--- src/shared/sab_pkg.sv ---
// constants, carrier structs and state types of the auto-buffered serial port
// assumes one machine clock domain; serial pins are resynchronised inside the port
package sab_pkg;

  // data, memory and counter widths
  localparam int DATA_W  = 16;
  localparam int ADDR_W  = 16;
  localparam int OFF_W   = 11;
  localparam int DIV_W   = 8;
  localparam int FSP_W   = 8;
  localparam int CNT_W   = 4;

  // fixed 2K-word window of internal memory reachable by the buffering unit
  localparam int                REGION_WORDS = 2048;
  localparam logic [ADDR_W-1:0] REGION_BASE  = 16'h0800;

  // timing: own clock and the far end's serial clock limit
  localparam int CLOCK_PERIOD_PS     = 4000;
  localparam int MACHINE_CYCLE_PS    = 25000;
  localparam int SER_MIN_PERIOD_CYC  = (MACHINE_CYCLE_PS + CLOCK_PERIOD_PS - 1) / CLOCK_PERIOD_PS;

  // reset values
  localparam logic [DATA_W-1:0] DATA_RST = 16'h0000;
  localparam logic [CNT_W-1:0]  CNT_RST  = 4'h0;
  localparam logic [DIV_W-1:0]  DIV_RST  = 8'h00;
  localparam logic [FSP_W-1:0]  FSP_RST  = 8'h00;
  localparam logic [OFF_W-1:0]  OFF_RST  = 11'h000;

  // packet lengths
  typedef enum logic [1:0] {
    SAB_LEN8  = 2'h0,
    SAB_LEN10 = 2'h1,
    SAB_LEN12 = 2'h2,
    SAB_LEN16 = 2'h3
  } sab_len_type;

  // serial shifter states, gray along idle -> armed -> shift
  typedef enum logic [1:0] {
    SAB_IDLE  = 2'h0,
    SAB_ARMED = 2'h1,
    SAB_SHIFT = 2'h3
  } sab_state_type;

  // serial core configuration
  typedef struct packed {
    sab_len_type      wordLen;
    logic             continuous;
    logic             clkPolarity;
    logic             fsPolarity;
    logic             clkInternal;
    logic             fsInternal;
    logic [DIV_W-1:0] clkDivide;
    logic [FSP_W-1:0] fsPeriod;
    logic             pcmMode;
  } sab_cfg_type;

  // per-direction buffering setup
  typedef struct packed {
    logic             autoEn;
    logic             autoDisable;
    logic [OFF_W-1:0] start;
    logic [OFF_W-1:0] length;
  } sab_abu_type;

  // memory request toward internal memory
  typedef struct packed {
    logic              req;
    logic              write;
    logic [ADDR_W-1:0] addr;
    logic [DATA_W-1:0] wdata;
  } sab_mem_type;

  // index of the last bit of a packet
  function automatic logic [CNT_W-1:0] sab_last_bit(input sab_len_type l);
    case (l)
      SAB_LEN8:  sab_last_bit = 4'h7;
      SAB_LEN10: sab_last_bit = 4'h9;
      SAB_LEN12: sab_last_bit = 4'hB;
      default:   sab_last_bit = 4'hF;
    endcase
  endfunction

endpackage

--- src/rtl/sab_addr_gen.sv ---
// circular address generator of the buffering unit, one per direction
// assumes restart and step are single-cycle pulses on the machine clock
`timescale 1ns/1ps
module sab_addr_gen #(
  parameter int OFF_W = 11
) (
  // clock and reset
  input  wire logic             clock,
  input  wire logic             reset_n,
  // control
  input  wire logic             restart,
  input  wire logic             step,
  input  wire logic [OFF_W-1:0] start,
  input  wire logic [OFF_W-1:0] length,
  // result
  output logic      [OFF_W-1:0] offset,
  output logic                  boundary
);
  import sab_pkg::*;

  logic [OFF_W-1:0] count_r;
  logic [OFF_W-1:0] count_nxt;
  logic [OFF_W-1:0] offset_r;
  logic [OFF_W-1:0] offset_nxt;

  // length zero wraps to the full window
  assign boundary = (count_r == OFF_W'(length - 1'b1)); // RQ3
  assign offset   = offset_r;

  always_comb begin
    count_nxt  = count_r;
    offset_nxt = offset_r;
    if (restart) begin
      count_nxt  = '0;
      offset_nxt = start;
    end else if (step) begin
      if (boundary) begin // RQ3
        count_nxt  = '0;
        offset_nxt = start;
      end else begin
        count_nxt  = OFF_W'(count_r + 1'b1);
        offset_nxt = OFF_W'(offset_r + 1'b1); // RQ4
      end
    end
  end

  always_ff @(posedge clock or negedge reset_n) begin
    if (!reset_n) begin
      count_r  <= '0;
      offset_r <= '0;
    end else begin
      count_r  <= count_nxt;
      offset_r <= offset_nxt;
    end
  end

endmodule

--- src/rtl/sab_serial_port.sv ---
// buffered serial port: full-duplex serial core with an auto-buffering unit
// assumes serial pins are asynchronous to clock; memory answers a held req with a one-cycle ack
//
// Summary of operation
// RQ1: with buffering off, each word event goes straight to the cpu as its transmit or receive interrupt.
// RQ2: with buffering on, words move between the serial core and memory with no cpu involvement.
// RQ3: the buffering unit keeps its own circular address registers and generators per direction.
// RQ4: buffered transfers only address a fixed 2K-word window at programmed start and length.
// RQ5: an interrupt is raised when a transmit buffer is emptied or a receive buffer is filled.
// RQ6: with auto-disable selected, buffering stops by itself at the buffer boundary.
// RQ7: transmit and receive buffering have separate enables.
// RQ8: packets are 8, 10, 12 or 16 bits as software selects, matching the far end.
// RQ9: in burst mode every packet is preceded by its own frame pulse.
// RQ10: in continuous mode one frame pulse starts the stream and later packets follow back to back.
// RQ11: serial clock and frame pulse have programmable rate and polarity.
// RQ12: the core is static and holds its state at any serial clock rate, even when stopped.
// RQ13: an external serial clock never runs faster than the machine-cycle clock.
// RQ14: the transmitter has a pcm mode that releases the line outside packets.
// RQ15: transmit and receive are full duplex and each double-buffered.
// RQ16: at the boundary with auto-disable the enable clears in the cycle the buffer interrupt rises.
`timescale 1ns/1ps
module sab_serial_port (
  // clock and reset
  input  wire logic                        clock,
  input  wire logic                        reset_n,
  // configuration
  input  wire sab_pkg::sab_cfg_type        cfg,
  input  wire sab_pkg::sab_abu_type        txAbu,
  input  wire sab_pkg::sab_abu_type        rxAbu,
  // cpu side
  input  wire logic [sab_pkg::DATA_W-1:0]  txWord,
  input  wire logic                        txWrite,
  input  wire logic                        rxRead,
  output logic      [sab_pkg::DATA_W-1:0]  rxWord,
  output logic                             txHoldEmpty,
  output logic                             rxHoldFull,
  output logic                             txAutoActive,
  output logic                             rxAutoActive,
  output logic                             cpuTransmitInterrupt,
  output logic                             cpuReceiveInterrupt,
  // internal memory
  output sab_pkg::sab_mem_type             mem,
  input  wire logic                        memAck,
  input  wire logic [sab_pkg::DATA_W-1:0]  memRdata,
  // serial pins
  input  wire logic                        serClkIn,
  output logic                             serClkOut,
  input  wire logic                        frameSyncIn,
  output logic                             frameSyncOut,
  input  wire logic                        rxDataIn,
  output logic                             txDataOut,
  output logic                             txDataOe
);
  import sab_pkg::*;

  // pin resynchronisers
  logic [1:0] clkSync_r, fsSync_r, rxSync_r;
  logic [1:0] clkSync_nxt, fsSync_nxt, rxSync_nxt;

  // clock and frame generation
  logic [DIV_W-1:0] divCnt_r, divCnt_nxt;
  logic             intClk_r, intClk_nxt;
  logic             effPrev_r, effPrev_nxt;
  logic [FSP_W-1:0] fsCnt_r, fsCnt_nxt;
  logic             fsGen_r, fsGen_nxt;
  logic             effClk, driveEdge, sampleEdge, fsActive;

  // transmit path
  sab_state_type     txState_r, txState_nxt;
  logic [DATA_W-1:0] txHold_r, txHold_nxt, txShift_r, txShift_nxt;
  logic              txFull_r, txFull_nxt;
  logic [CNT_W-1:0]  txCnt_r, txCnt_nxt;
  logic              wordTransmitEvent;
  logic              txLoad;

  // receive path
  sab_state_type     rxState_r, rxState_nxt;
  logic [DATA_W-1:0] rxHold_r, rxHold_nxt, rxShift_r, rxShift_nxt;
  logic              rxFull_r, rxFull_nxt;
  logic [CNT_W-1:0]  rxCnt_r, rxCnt_nxt;
  logic              wordReceiveEvent;

  // buffering unit
  sab_mem_type       mem_r, mem_nxt;
  logic              txAct_r, txAct_nxt, rxAct_r, rxAct_nxt;
  logic              txEnPrev_r, rxEnPrev_r;
  logic              txInt_r, txInt_nxt, rxInt_r, rxInt_nxt;
  logic              txRestart, rxRestart, txStep, rxStep, txBound, rxBound;
  logic [OFF_W-1:0]  txOff, rxOff;
  logic [CNT_W-1:0]  lastBit;
  logic [DATA_W-1:0] rxWordIn;

  assign lastBit = sab_last_bit(cfg.wordLen); // RQ8

  // only the second stage of each synchroniser is read
  always_comb begin
    clkSync_nxt = {clkSync_r[0], serClkIn};
    fsSync_nxt  = {fsSync_r[0], frameSyncIn};
    rxSync_nxt  = {rxSync_r[0], rxDataIn};
  end

  // edge detection on whichever clock is chosen; switching source may give one stray edge
  assign effClk     = (cfg.clkInternal ? intClk_r : clkSync_r[1]) ^ cfg.clkPolarity; // RQ11
  assign driveEdge  = effClk & ~effPrev_r; // RQ12
  assign sampleEdge = ~effClk & effPrev_r;
  assign fsActive   = cfg.fsInternal ? fsGen_r : (fsSync_r[1] ^ cfg.fsPolarity); // RQ11

  always_comb begin
    divCnt_nxt  = divCnt_r;
    intClk_nxt  = intClk_r;
    fsCnt_nxt   = fsCnt_r;
    fsGen_nxt   = fsGen_r;
    effPrev_nxt = effClk;
    if (divCnt_r >= cfg.clkDivide) begin // RQ11
      divCnt_nxt = DIV_RST;
      intClk_nxt = ~intClk_r;
    end else begin
      divCnt_nxt = DIV_W'(divCnt_r + 1'b1);
    end
    if (driveEdge) begin
      fsGen_nxt = (fsCnt_r == FSP_RST); // RQ11
      fsCnt_nxt = (fsCnt_r >= cfg.fsPeriod) ? FSP_RST : FSP_W'(fsCnt_r + 1'b1);
    end
  end

  assign serClkOut    = intClk_r ^ cfg.clkPolarity;
  assign frameSyncOut = fsGen_r ^ cfg.fsPolarity;

  // transmit shifter: frame seen on a sample edge, first bit driven on the next drive edge
  assign txLoad = driveEdge & txFull_r &
                  ((txState_r == SAB_ARMED) |
                   ((txState_r == SAB_SHIFT) & (txCnt_r == CNT_RST) & cfg.continuous)); // RQ10
  assign wordTransmitEvent = txLoad;

  always_comb begin
    txState_nxt = txState_r;
    txShift_nxt = txShift_r;
    txCnt_nxt   = txCnt_r;
    if (sampleEdge & fsActive & (txState_r == SAB_IDLE)) begin
      txState_nxt = SAB_ARMED; // RQ9
    end
    if (txLoad) begin
      txShift_nxt = txHold_r << (4'hF - lastBit); // RQ15
      txCnt_nxt   = lastBit;
      txState_nxt = SAB_SHIFT;
    end else if (driveEdge) begin
      case (txState_r)
        SAB_ARMED: txState_nxt = SAB_IDLE;
        SAB_SHIFT: begin
          if (txCnt_r == CNT_RST) begin
            txState_nxt = SAB_IDLE; // RQ9
          end else begin
            txShift_nxt = {txShift_r[DATA_W-2:0], 1'b0};
            txCnt_nxt   = CNT_W'(txCnt_r - 1'b1);
          end
        end
        default: txState_nxt = txState_r;
      endcase
    end
  end

  assign txDataOut = txShift_r[DATA_W-1];
  assign txDataOe  = cfg.pcmMode ? (txState_r == SAB_SHIFT) : 1'b1; // RQ14

  // receive shifter: first bit taken on the sample edge after the frame pulse
  assign rxWordIn         = {rxShift_r[DATA_W-2:0], rxSync_r[1]};
  assign wordReceiveEvent = sampleEdge & (rxState_r == SAB_ARMED) & (rxCnt_r == CNT_RST);

  always_comb begin
    rxState_nxt = rxState_r;
    rxShift_nxt = rxShift_r;
    rxCnt_nxt   = rxCnt_r;
    if (sampleEdge) begin
      case (rxState_r)
        SAB_IDLE: begin
          if (fsActive) begin
            rxState_nxt = SAB_ARMED; // RQ9
            rxCnt_nxt   = lastBit;
            rxShift_nxt = DATA_RST;
          end
        end
        SAB_ARMED: begin
          rxShift_nxt = rxWordIn;
          if (rxCnt_r == CNT_RST) begin
            rxState_nxt = cfg.continuous ? SAB_ARMED : SAB_IDLE; // RQ10
            rxCnt_nxt   = lastBit;
            rxShift_nxt = DATA_RST;
          end else begin
            rxCnt_nxt = CNT_W'(rxCnt_r - 1'b1);
          end
        end
        default: rxState_nxt = SAB_IDLE;
      endcase
    end
  end

  // buffering unit: one memory request at a time, receive stores first
  assign txRestart = txAbu.autoEn & ~txEnPrev_r; // RQ7
  assign rxRestart = rxAbu.autoEn & ~rxEnPrev_r;
  assign txStep    = memAck & mem_r.req & ~mem_r.write;
  assign rxStep    = memAck & mem_r.req & mem_r.write;

  always_comb begin
    mem_nxt    = mem_r;
    txHold_nxt = txHold_r;
    txFull_nxt = txFull_r & ~txLoad;
    rxHold_nxt = rxHold_r;
    rxFull_nxt = rxFull_r;
    txAct_nxt  = (txAct_r | txRestart) & txAbu.autoEn; // RQ7
    rxAct_nxt  = (rxAct_r | rxRestart) & rxAbu.autoEn;
    txInt_nxt  = txAct_r ? (txStep & txBound) : wordTransmitEvent; // RQ1 RQ5
    rxInt_nxt  = rxAct_r ? (rxStep & rxBound) : wordReceiveEvent;  // RQ1 RQ5
    if ((rxAct_r & rxRead) | (~rxAct_r & rxRead) | rxStep) begin
      rxFull_nxt = 1'b0;
    end
    if (wordReceiveEvent) begin
      rxHold_nxt = rxWordIn; // RQ15
      rxFull_nxt = 1'b1;
    end
    if (~txAct_r & txWrite) begin
      txHold_nxt = txWord;
      txFull_nxt = 1'b1;
    end
    if (mem_r.req) begin
      if (memAck) begin
        mem_nxt.req = 1'b0;
        if (txStep) begin
          txHold_nxt = memRdata; // RQ2
          txFull_nxt = 1'b1;
          if (txBound & txAbu.autoDisable) txAct_nxt = 1'b0; // RQ6 RQ16
        end
        if (rxStep & rxBound & rxAbu.autoDisable) rxAct_nxt = 1'b0; // RQ6 RQ16
      end
    end else if (rxAct_r & rxFull_r) begin
      mem_nxt.req   = 1'b1; // RQ2
      mem_nxt.write = 1'b1;
      mem_nxt.addr  = REGION_BASE | ADDR_W'(rxOff); // RQ4
      mem_nxt.wdata = rxHold_r;
    end else if (txAct_r & ~txFull_r) begin
      mem_nxt.req   = 1'b1; // RQ2
      mem_nxt.write = 1'b0;
      mem_nxt.addr  = REGION_BASE | ADDR_W'(txOff); // RQ4
    end
  end

  sab_addr_gen #(.OFF_W(OFF_W)) txGen (
    .clock    (clock),
    .reset_n  (reset_n),
    .restart  (txRestart),
    .step     (txStep),
    .start    (txAbu.start),
    .length   (txAbu.length),
    .offset   (txOff),
    .boundary (txBound)
  );

  sab_addr_gen #(.OFF_W(OFF_W)) rxGen (
    .clock    (clock),
    .reset_n  (reset_n),
    .restart  (rxRestart),
    .step     (rxStep),
    .start    (rxAbu.start),
    .length   (rxAbu.length),
    .offset   (rxOff),
    .boundary (rxBound)
  );

  always_ff @(posedge clock or negedge reset_n) begin
    if (!reset_n) begin
      clkSync_r  <= 2'h0;
      fsSync_r   <= 2'h0;
      rxSync_r   <= 2'h0;
      divCnt_r   <= DIV_RST;
      intClk_r   <= 1'b0;
      effPrev_r  <= 1'b0;
      fsCnt_r    <= FSP_RST;
      fsGen_r    <= 1'b0;
      txState_r  <= SAB_IDLE;
      txShift_r  <= DATA_RST;
      txCnt_r    <= CNT_RST;
      txHold_r   <= DATA_RST;
      txFull_r   <= 1'b0;
      rxState_r  <= SAB_IDLE;
      rxShift_r  <= DATA_RST;
      rxCnt_r    <= CNT_RST;
      rxHold_r   <= DATA_RST;
      rxFull_r   <= 1'b0;
      mem_r      <= '0;
      txAct_r    <= 1'b0;
      rxAct_r    <= 1'b0;
      txEnPrev_r <= 1'b0;
      rxEnPrev_r <= 1'b0;
      txInt_r    <= 1'b0;
      rxInt_r    <= 1'b0;
    end else begin
      clkSync_r  <= clkSync_nxt;
      fsSync_r   <= fsSync_nxt;
      rxSync_r   <= rxSync_nxt;
      divCnt_r   <= divCnt_nxt;
      intClk_r   <= intClk_nxt;
      effPrev_r  <= effPrev_nxt;
      fsCnt_r    <= fsCnt_nxt;
      fsGen_r    <= fsGen_nxt;
      txState_r  <= txState_nxt;
      txShift_r  <= txShift_nxt;
      txCnt_r    <= txCnt_nxt;
      txHold_r   <= txHold_nxt;
      txFull_r   <= txFull_nxt;
      rxState_r  <= rxState_nxt;
      rxShift_r  <= rxShift_nxt;
      rxCnt_r    <= rxCnt_nxt;
      rxHold_r   <= rxHold_nxt;
      rxFull_r   <= rxFull_nxt;
      mem_r      <= mem_nxt;
      txAct_r    <= txAct_nxt;
      rxAct_r    <= rxAct_nxt;
      txEnPrev_r <= txAbu.autoEn;
      rxEnPrev_r <= rxAbu.autoEn;
      txInt_r    <= txInt_nxt;
      rxInt_r    <= rxInt_nxt;
    end
  end

  assign mem                  = mem_r;
  assign rxWord               = rxHold_r;
  assign txHoldEmpty          = ~txFull_r;
  assign rxHoldFull           = rxFull_r;
  assign txAutoActive         = txAct_r;
  assign rxAutoActive         = rxAct_r;
  assign cpuTransmitInterrupt = txInt_r;
  assign cpuReceiveInterrupt  = rxInt_r;

endmodule

--- config.mk ---
export PLATFORM = sky130hd
export DESIGN_NAME = sab_serial_port
export DESIGN_NICKNAME = d
export VERILOG_FILES = /design/src/shared/sab_pkg.sv /design/src/rtl/sab_addr_gen.sv /design/src/rtl/sab_serial_port.sv
export SDC_FILE = /design/constraint.sdc
export NUM_CORES = 1
export LEC_CHECK = 0
export ABC_CLOCK_PERIOD_IN_PS = 3200
export BUFFER_PORTS_ARGS = -buffer_cell sky130_fd_sc_hd__buf_2
export CAP_MARGIN = 10
export CELL_PAD_IN_SITES_DETAIL_PLACEMENT = 1
export CELL_PAD_IN_SITES_GLOBAL_PLACEMENT = 1
export CORE_AREA = 2 2 153 155
export CTS_CLUSTER_DIAMETER = 50
export DETAILED_ROUTE_END_ITERATION = 12
export DIE_AREA = 0 0 155 157
export GPL_TIMING_DRIVEN = 0
export PLACE_DENSITY_LB_ADDON = 0.1
export SYNTH_ARGS = -nofsm -noshare
export SYNTH_HDL_FRONTEND = slang
export SYNTH_SLANG_ARGS = --single-unit
--- constraint.sdc ---
create_clock -name clock -period 3.2 [get_ports clock]
set_clock_uncertainty 0.2 [all_clocks]
set_input_delay 0.64 -clock clock [delete_from_list [all_inputs] [get_ports clock]]
set_output_delay 0.64 -clock clock [all_outputs]
set_load 0.01 [all_outputs]
After elaboration in Yosys (flattened, before gate mapping). Index checks and enable logic that the tools add are counted.

Bits in registers: 186. Logic and storage cells: 186. Output and inout bits: 60.

Magnitude comparators: 2. Add/sub/neg operators: 11. Muxes and demuxes: 64. Shift-type cells: 1. Reduce and logical (&&, ||, !) cells: 18. Bitwise logic cells: 47. Equal/unequal tests: 11.

Operators by type and width (count): 11-bit 2-to-1 mux (12); 16-bit 2-to-1 mux (8); 11-bit by 1-bit adder with 11-bit output, second input constant (4); 18-bit 2-to-1 mux (2); 15-bit 2-to-1 mux (2); 15-bit one-hot mux with 2 select lines (1); 1-bit bitwise AND (27); 4-bit 2-to-1 mux (6); 11-bit equality test (2); 11-bit by 1-bit subtractor with 11-bit output, second input constant (2); 1-bit 2-to-1 mux (21); 8-bit by 1-bit adder with 8-bit output, second input constant (2); 8-bit greater-or-equal comparator (2); 8-bit 2-to-1 mux (2); 16-bit by 4-bit << shifter with 16-bit output (1); 2-bit nonzero test (7); 2-bit 2-to-1 mux (6); 4-bit one-hot mux with 3 select lines (1); 1-bit NOT (11); 3-bit AND reduction (3); 4-bit zero test (2); 8-bit zero test (1); 2-bit one-hot mux with 2 select lines (2); 4-bit one-hot mux with 2 select lines (1); other kinds (11) (26).

Longest topological paths before layout. Gate-level depths: netlist (run 1).

Depth after elaboration: 11. Mapped depth: 11.

Hierarchy. A second synthesis (run 1) with hierarchy kept.

Cells, all modules: 981. Area, all modules: 10058.4 sq um.

By module, submodules not included: sab_serial_port (seq. area each 3428.3 sq um, times used 1, area each 6745.2 sq um, cells an instance 623); sab_addr_gen (seq. area each 550.5 sq um, times used 2, area each 1656.6 sq um, cells an instance 179).

Worst setup path after synthesis (run 1). Ideal clock, no wire load.

Kind: input to register. From: input rxAbu[0] (netlist name). To: register rxGen.offset_r[9], in the netlist rxGen.offset[9]. Stages on the path: 11. Data arrival time: 2.844 ns. Setup slack: 0.031 ns. Path buffers: 2. Cell sequence: inv_1 -> ha_1 -> or4b_1 -> buf_2 -> nor3_1 -> o2111ai_1 -> a2111oi_4 -> nand2_4 -> o21ai_4 -> buf_8 -> mux2_4.

Word-level cells in the longest chain between the ends: 5.

Ends and longest elaborated chain: from (decl) (line sab_serial_port.sv:29) `input wire sab_pkg::sab_abu_type rxAbu,`; 11-bit by 1-bit subtractor with 11-bit output (line sab_addr_gen.sv:27) `assign boundary = (count_r == OFF_W'(length - 1'b1));`; 11-bit equality test (line sab_addr_gen.sv:27); 11-bit 2-to-1 mux (line sab_addr_gen.sv:37) `if (boundary) begin`; 11-bit 2-to-1 mux (line sab_addr_gen.sv:36) `end else if (step) begin`; 11-bit 2-to-1 mux (line sab_addr_gen.sv:33) `if (restart) begin`; to (signal assigned) (line sab_addr_gen.sv:53) `offset_r <= offset_nxt;`; to (decl) (line sab_addr_gen.sv:23) `logic [OFF_W-1:0] offset_r;`.

Every way passes these cells. The select of a mux whose other input is x is not followed. A chain may end at the register's enable or synchronous reset.

Worst setup path after layout (run 1).
From: input rxAbu[0] (netlist name). To: register rxGen.offset_r[10], in the netlist rxGen.offset[10].

Same word-level chain as after synthesis.

==> out/results.txt, run 1 <==
Status = finished, violations left
Failing checks = negative hold slack
Die ar. = 24340 um^2
Final WL = 25510 um
Post-synth EDFFs = 0
Via Count = 8055
Number of port buffers = 167
Peak Freq = 317.5 MHz
Top_reg_cell synth = dfrtp_1
First drt pass iteration count = 4
Initial antenna violation count = 0
IO Count = 172
Gp weighted congestion = 0.8087
Vias per inst = 5.377
Setup tns final = 0 ns
Maximum VDD drop = 347.1 uV
Fin. max-slew vios = 0
Most numerous cell in the Yosys netlist = dfrtp_1
Worst Path Arrival = 3.27 ns
Post-DP HPWL = 19010 um
Clk sinks = 181
Die span in x = 155 um
Vias in the first global route = 8418
Seq/Total Area, Yosys = 46.22%
CTS buffer count = 17
Max-Cap Viols = 0
H-tree levels = 4
Cell taking the most area after synthesis = dfrtp_1
DRC viols = 0
Placed Instance Area = 11040 um^2
Worst min-delay path class = in -> async
Utilization after layout = 52.31%
Clk buf depth = 2
Worst path required time = 3.32 ns
Post-Synthesis Cells = 1001
Max FO, Critical Path = 7
Top cells by area, synth = dfrtp_1 (46%), mux2_2 (5.7%), nand2_1 (4.9%)
Final Hold Fails = 5
Layout cells sized above 1 = 25.14%
Synth Register Bits = 181
Hold Slack = -0.01486 ns
Finished layout cell area = 11770 um^2
Std-Cell Rows = 55
Reg2Reg Setup Slack = 0.18 ns
Critical path class = in -> reg
Overflow after GRT = 0
Synth warn = 0
Area share of the largest cell type after synthesis = 46.22%
Pwr Density = 607.1 nW/um^2
Mean post-synth cell area = 9.790 um^2
Tcrit/Tclk final = 98.44%
FF-to-FF End = rxWord[10]$_DFFE_PN0P_
Worst slew pin tran = 0.8976 ns
Setup-failing EPs final = 0
Synth-to-Final Area Change = 20.12%
Post-route ant nets = 0
Initial core utilization = 43.55%
Leak pwr = 5.574 nW
Nets = 1341
Clk_lat worst skew = 0.44 ns
Initial DRC count = 353
Largest net degree at the start of global routing = 93
Slew headroom = 39.50%
Core ar. = 22500 um^2
Synthesized area = 9799 um^2
Period minus WS final = 3.150 ns
All-layer global routing usage = 21.72%
Synth unique cells = 74
CTS tree = done
Worst-path clk slew = 0.08 ns
CP Capture Point = rxGen.offset[10]$_DFFE_PN0P_
CP Launch Point = rxAbu[0]
Chip Height = 157 um
Avg WL per Cell = 17.03 um
Antenna Cells = 0
Async SR Flop Fraction = 100.0%
Worst-case reg-to-reg path depth = 7
CTS Hold Bufs = 0
CTS root buffer = clkbuf_16
CP startpoint kind = primary input
Reg-to-reg startpoint = intClk_r$_DFFE_PN0N_
Top cells by count, synth = dfrtp_1 (181), nand2_1 (128), o21ai_0 (78)
First-pass GRT wire length = 42650 um
Critical path endpoint category = flip-flop
timing repair:
| action | in CTS | in global routing |
|---|---|---|
| buffers inserted | 3 | 6 |
| setup endpoints to repair | 15 | 22 |
| pin swaps | 2 | 5 |
| gates resized for setup | 1 | 11 |
where the power goes:
part	total, mW	switching [mW]	leakage [nW]	internal, mW
Combinational	1.85	1.03	2.93	0.819
Clock	2.13	1.07	0.292	1.06
Sequential	3.17	0.464	2.35	2.70
metrics by stage:
step	setup slack [ns]	power [mW]	instances
floorplan	0.03109	4.307	1004
global placement	-1.823	4.967	1456
detailed placement	-0.7281	5.062	1457
CTS	0.0006917	7.228	1492
global route	-0.01600	7.626	1498
finish	0.05008	7.146	1498
worst min-delay path by stage:
stage                      startpoint                            to  slack, ns  depth (start not counted)
2_1_floorplan  clkSync_r[0]$_DFF_PN0_        clkSync_r[1]$_DFF_PN0_       0.13                          0
3_3_place_gp   clkSync_r[0]$_DFF_PN0_        clkSync_r[1]$_DFF_PN0_       0.13                          0
3_5_place_dp    rxSync_r[0]$_DFF_PN0_         rxSync_r[1]$_DFF_PN0_       0.14                          0
4_1_cts                       reset_n  txGen.count_r[9]$_DFFE_PN0P_       0.02                          1
5_1_grt                       reset_n  txGen.count_r[9]$_DFFE_PN0P_       0.05                          1
6_report                      reset_n  txGen.count_r[9]$_DFFE_PN0P_      -0.01                          1
state kept, by name (all words and copies together) (netlist names), 2 cells and up:
name           flops
mem               30
rxCnt_r            4
txShift_r         16
txState_r          2
txGen.offset      11
rxWord            16
clkSync_r          2
rxGen.offset      11
txCnt_r            4
rxSync_r           2
divCnt_r           8
fsCnt_r            8
txGen.count_r     11
rxShift_r         15
rxGen.count_r     11
fsSync_r           2
txHold_r          16
area by class of cell:
cell class	instances	area [um^2]
plain buffers	53	242.7
clock inverters	15	185.2
multi-input cells	722	4898
repair buffers	177	953.4
inverters	48	180.2
well taps	285	356.6
flip-flops and latches	181	4529
clock buffers	17	425.4
fillers	2593	10730
kinds of logic after synthesis:
family	count (synthesis)	synth area share, %
simple gates	338	16.52
compound gates	193	12.46
flops	181	46.22
buf+inv	101	4.226
mux	88	10.57
xor+xnor	70	6.256
fa+ha+maj	29	3.703
other cells	1	0.03827
worst max-delay path, stage by stage:
cell       delay, ns
buf_2           0.13
inv_1           0.06
ha_2            0.18
or4b_4          0.46
buf_6           0.15
nor3_4          0.11
o2111ai_2       0.18
a2111oi_4       0.47
nand2_4         0.14
o21ai_4         0.25
buf_12          0.15
mux2_2          0.33
layout by cell type, fill, tap and decap left out, drive strengths merged, types with 3 or more instances in the layout:
cell    Yosys  layout
mux2i      30      30
a31oi      11      11
a21o        3       3
nand2     129     129
nor4        8       8
a21oi      44      44
o22ai       7       7
dfrtp     181     181
nand2b     10      10
nor2       67      67
o31a        3       3
and4        3       3
nor3       15      15
buf        16     193
conb        1       4
xnor2      30      30
a221o       4       4
ha         29      29
nor2b      10      10
a211oi      3       3
a22oi      12      12
inv        47      53
xor2       40      40
or3         8       8
nand3b      4       4
clkbuf     37      54
nand4      19      19
and2        3       3
mux4        7       7
and3       14      14
o21ai      79      79
or2         4       4
clkinv      1       9
mux2       51      51
o21a        4       4
nand3      35      35
metal layers:
metal / wire [um] / track usage [%]
met4: 184 / 4.189
met1: 11720 / 28.41
met3: 865 / 3.717
met2: 12740 / 38.22
met5: 0 / 0
(Power assumes the default switching activity.)
==> run 2, diff against run 1 <==
--- a/config.mk
+++ b/config.mk
@@ -10,10 +10,10 @@
 export CAP_MARGIN = 10
 export CELL_PAD_IN_SITES_DETAIL_PLACEMENT = 1
 export CELL_PAD_IN_SITES_GLOBAL_PLACEMENT = 1
-export CORE_AREA = 2 2 153 155
+export CORE_AREA = 2 2 160 162
 export CTS_CLUSTER_DIAMETER = 50
 export DETAILED_ROUTE_END_ITERATION = 12
-export DIE_AREA = 0 0 155 157
+export DIE_AREA = 0 0 162 164
 export GPL_TIMING_DRIVEN = 0
 export PLACE_DENSITY_LB_ADDON = 0.1
 export SYNTH_ARGS = -nofsm -noshare
==> out/results.txt, run 2 (same netlist as run 1, synthesis figures left out) <==
Clk sinks = 181 (unchanged)
Worst Path Arrival = 3.24 ns (-0.03 ns)
Pwr Density = 606.0 nW/um^2 (-0.18%)
Max FO, Critical Path = 7 (unchanged)
Gp weighted congestion = 0.8002 (-1.1%)
Final Hold Fails = 1 (-4)
Vias in the first global route = 8447 (+0.34%)
DRC viols = 0 (unchanged)
Stages on the worst setup path = 12 (unchanged)
First drt pass iteration count = 5 (+1)
Setup-failing EPs final = 0 (unchanged)
Critical path endpoint category = flip-flop
Setup tns final = 0 ns (unchanged)
CTS tree = done
Fin. max-slew vios = 0 (unchanged)
Nets = 1339 (-0.15%)
Initial DRC count = 354 (+0.28%)
CP Capture Point = rxGen.offset[2]$_DFFE_PN0P_
Status = finished, violations left
Largest net degree at the start of global routing = 94 (+1.1%)
Vias per inst = 5.206 (-3.2%)
Hold Slack = -0.0007711 ns (+0.01409 ns)
Worst path top cell family by delay = compound AO/OA/AOI/OAI gates
Worst min-delay path class = in -> async
All-layer global routing usage = 20.09% (-1.6 points)
Leak pwr = 5.552 nW (-0.40%)
Post-DP HPWL = 19280 um (+1.5%)
CP startpoint kind = primary input
Placed Instance Area = 11100 um^2 (+0.51%)
Worst-case reg-to-reg path depth = 6 (-1)
Synth-to-Final Area Change = 20.12% (unchanged)
Die ar. = 26570 um^2 (+9.2%)
Max-Cap Viols = 0 (unchanged)
Slowest CP cell = a2111oi_4
Clk buf depth = 2 (unchanged)
Initial antenna violation count = 0 (unchanged)
Reg-to-reg startpoint = intClk_r$_DFFE_PN0N_
Fillers = 2936 (+13%)
Worst slew pin tran = 0.8343 ns (-0.06330 ns)
H-tree levels = 4 (unchanged)
Worst-path clk slew = 0.07 ns (about the same)
Peak Freq = 320.2 MHz (+0.86%)
Chip Height = 164 um (+4.5%)
Core ar. = 24820 um^2 (+10%)
Buf+Inv Stages, Crit Path = 4 (unchanged)
Layout cells sized above 1 = 24.77% (-0.37 points)
IO Count = 172 (unchanged)
FF-to-FF End = rxWord[11]$_DFFE_PN0P_
Most common cell after layout, fill and taps aside = dfrtp_1
Initial core utilization = 39.48% (-4.1 points)
Failing checks = negative hold slack
Maximum VDD drop = 295.0 uV (-15%)
Number of port buffers = 167 (unchanged)
Tcrit/Tclk final = 97.59% (-0.84 points)
Most used cell, CP = buf_2
Slew headroom = 44.38% (+4.9 points)
Crit-path cells = buf_2 > inv_1 > ha_1 > or4b_1 > buf_2 > nor3_2 > o2111ai_2 > a2111oi_4 > nand2_4 > o21ai_4 > buf_4 > mux2_2
Die span in x = 162 um (+4.5%)
Final WL = 25920 um (+1.6%)
Most frequent cells in the layout = dfrtp_1 (181), buf_2 (169), nand2_1 (128)
Antenna Cells = 0 (unchanged)
Utilization after layout = 47.43% (-4.9 points)
Critical path class = in -> reg
Max stage delay on crit path = 0.47 ns (about the same)
Period minus WS final = 3.123 ns (-0.02691 ns)
First-pass GRT wire length = 42990 um (+0.81%)
Finished layout cell area = 11770 um^2 (unchanged)
Reg2Reg Setup Slack = 0.27 ns (+0.09 ns)
CTS root buffer = clkbuf_16
CTS buffer count = 17 (unchanged)
Std-Cell Rows = 58 (+5.5%)
Avg WL per Cell = 16.82 um (-1.2%)
CP Launch Point = rxAbu[0]
Via Count = 8022 (-0.41%)
Max reg flops = 30 (unchanged)
Worst path required time = 3.32 ns (about the same)
Post-route ant nets = 0 (unchanged)
Overflow after GRT = 0 (unchanged)
Clk_lat worst skew = 0.44 ns (about the same)
-- run 2: stage by stage --
stage	worst slack, ns	power (mW)	cells
finish	0.07699	7.133	1541
global route	-0.01853	7.615	1541
CTS	0.002134	7.219	1539
detailed placement	-0.7857	5.080	1502
global placement	-1.896	4.996	1501
floorplan	0.03109	4.307	1004
-- run 2: cell type report --
class	count	area (um^2)	area share, %
clock buffers	17	425.4	3.614
inverters	48	180.2	1.531
plain buffers	52	231.5	1.966
well taps	330	412.9	3.508
flip-flops and latches	181	4529	38.48
multi-input cells	722	4890	41.54
clock inverters	15	165.2	1.403
repair buffers	176	937.1	7.961
-- run 2: metal layers --
metal	vias up	routed length (um)	global-route usage [%]	share of wire (%)
li1	3898	-	-	-
met1	3980	11980	26.13	46
met2	123	12930	35.30	50
met3	21	784	3.333	3.0
met4	0	229	4.385	0.88
met5	-	0	0	0
-- run 2: worst min path at each step --
stage	start	endpoint	cells past startpoint
finish	reset_n	txGen.count_r[8]$_DFFE_PN0P_	1
global route	reset_n	txGen.count_r[8]$_DFFE_PN0P_	1
CTS	reset_n	txGen.count_r[8]$_DFFE_PN0P_	1
detailed placement	fsSync_r[0]$_DFF_PN0_	fsSync_r[1]$_DFF_PN0_	0
global placement	clkSync_r[0]$_DFF_PN0_	clkSync_r[1]$_DFF_PN0_	0
floorplan	clkSync_r[0]$_DFF_PN0_	clkSync_r[1]$_DFF_PN0_	0
-- run 2: what timing repair did --
item                       CTS  global route
setup endpoints to repair   19            18
setup buffers                5             3
hold buffers                 0             0
gates resized for setup      0             6
pin swaps                    3             3
-- run 2: power breakdown --
part           switching, mW  internal (mW)  total [mW]
clock network           1.05           1.05        2.11
registers              0.468           2.70        3.17
logic                   1.03          0.823        1.86
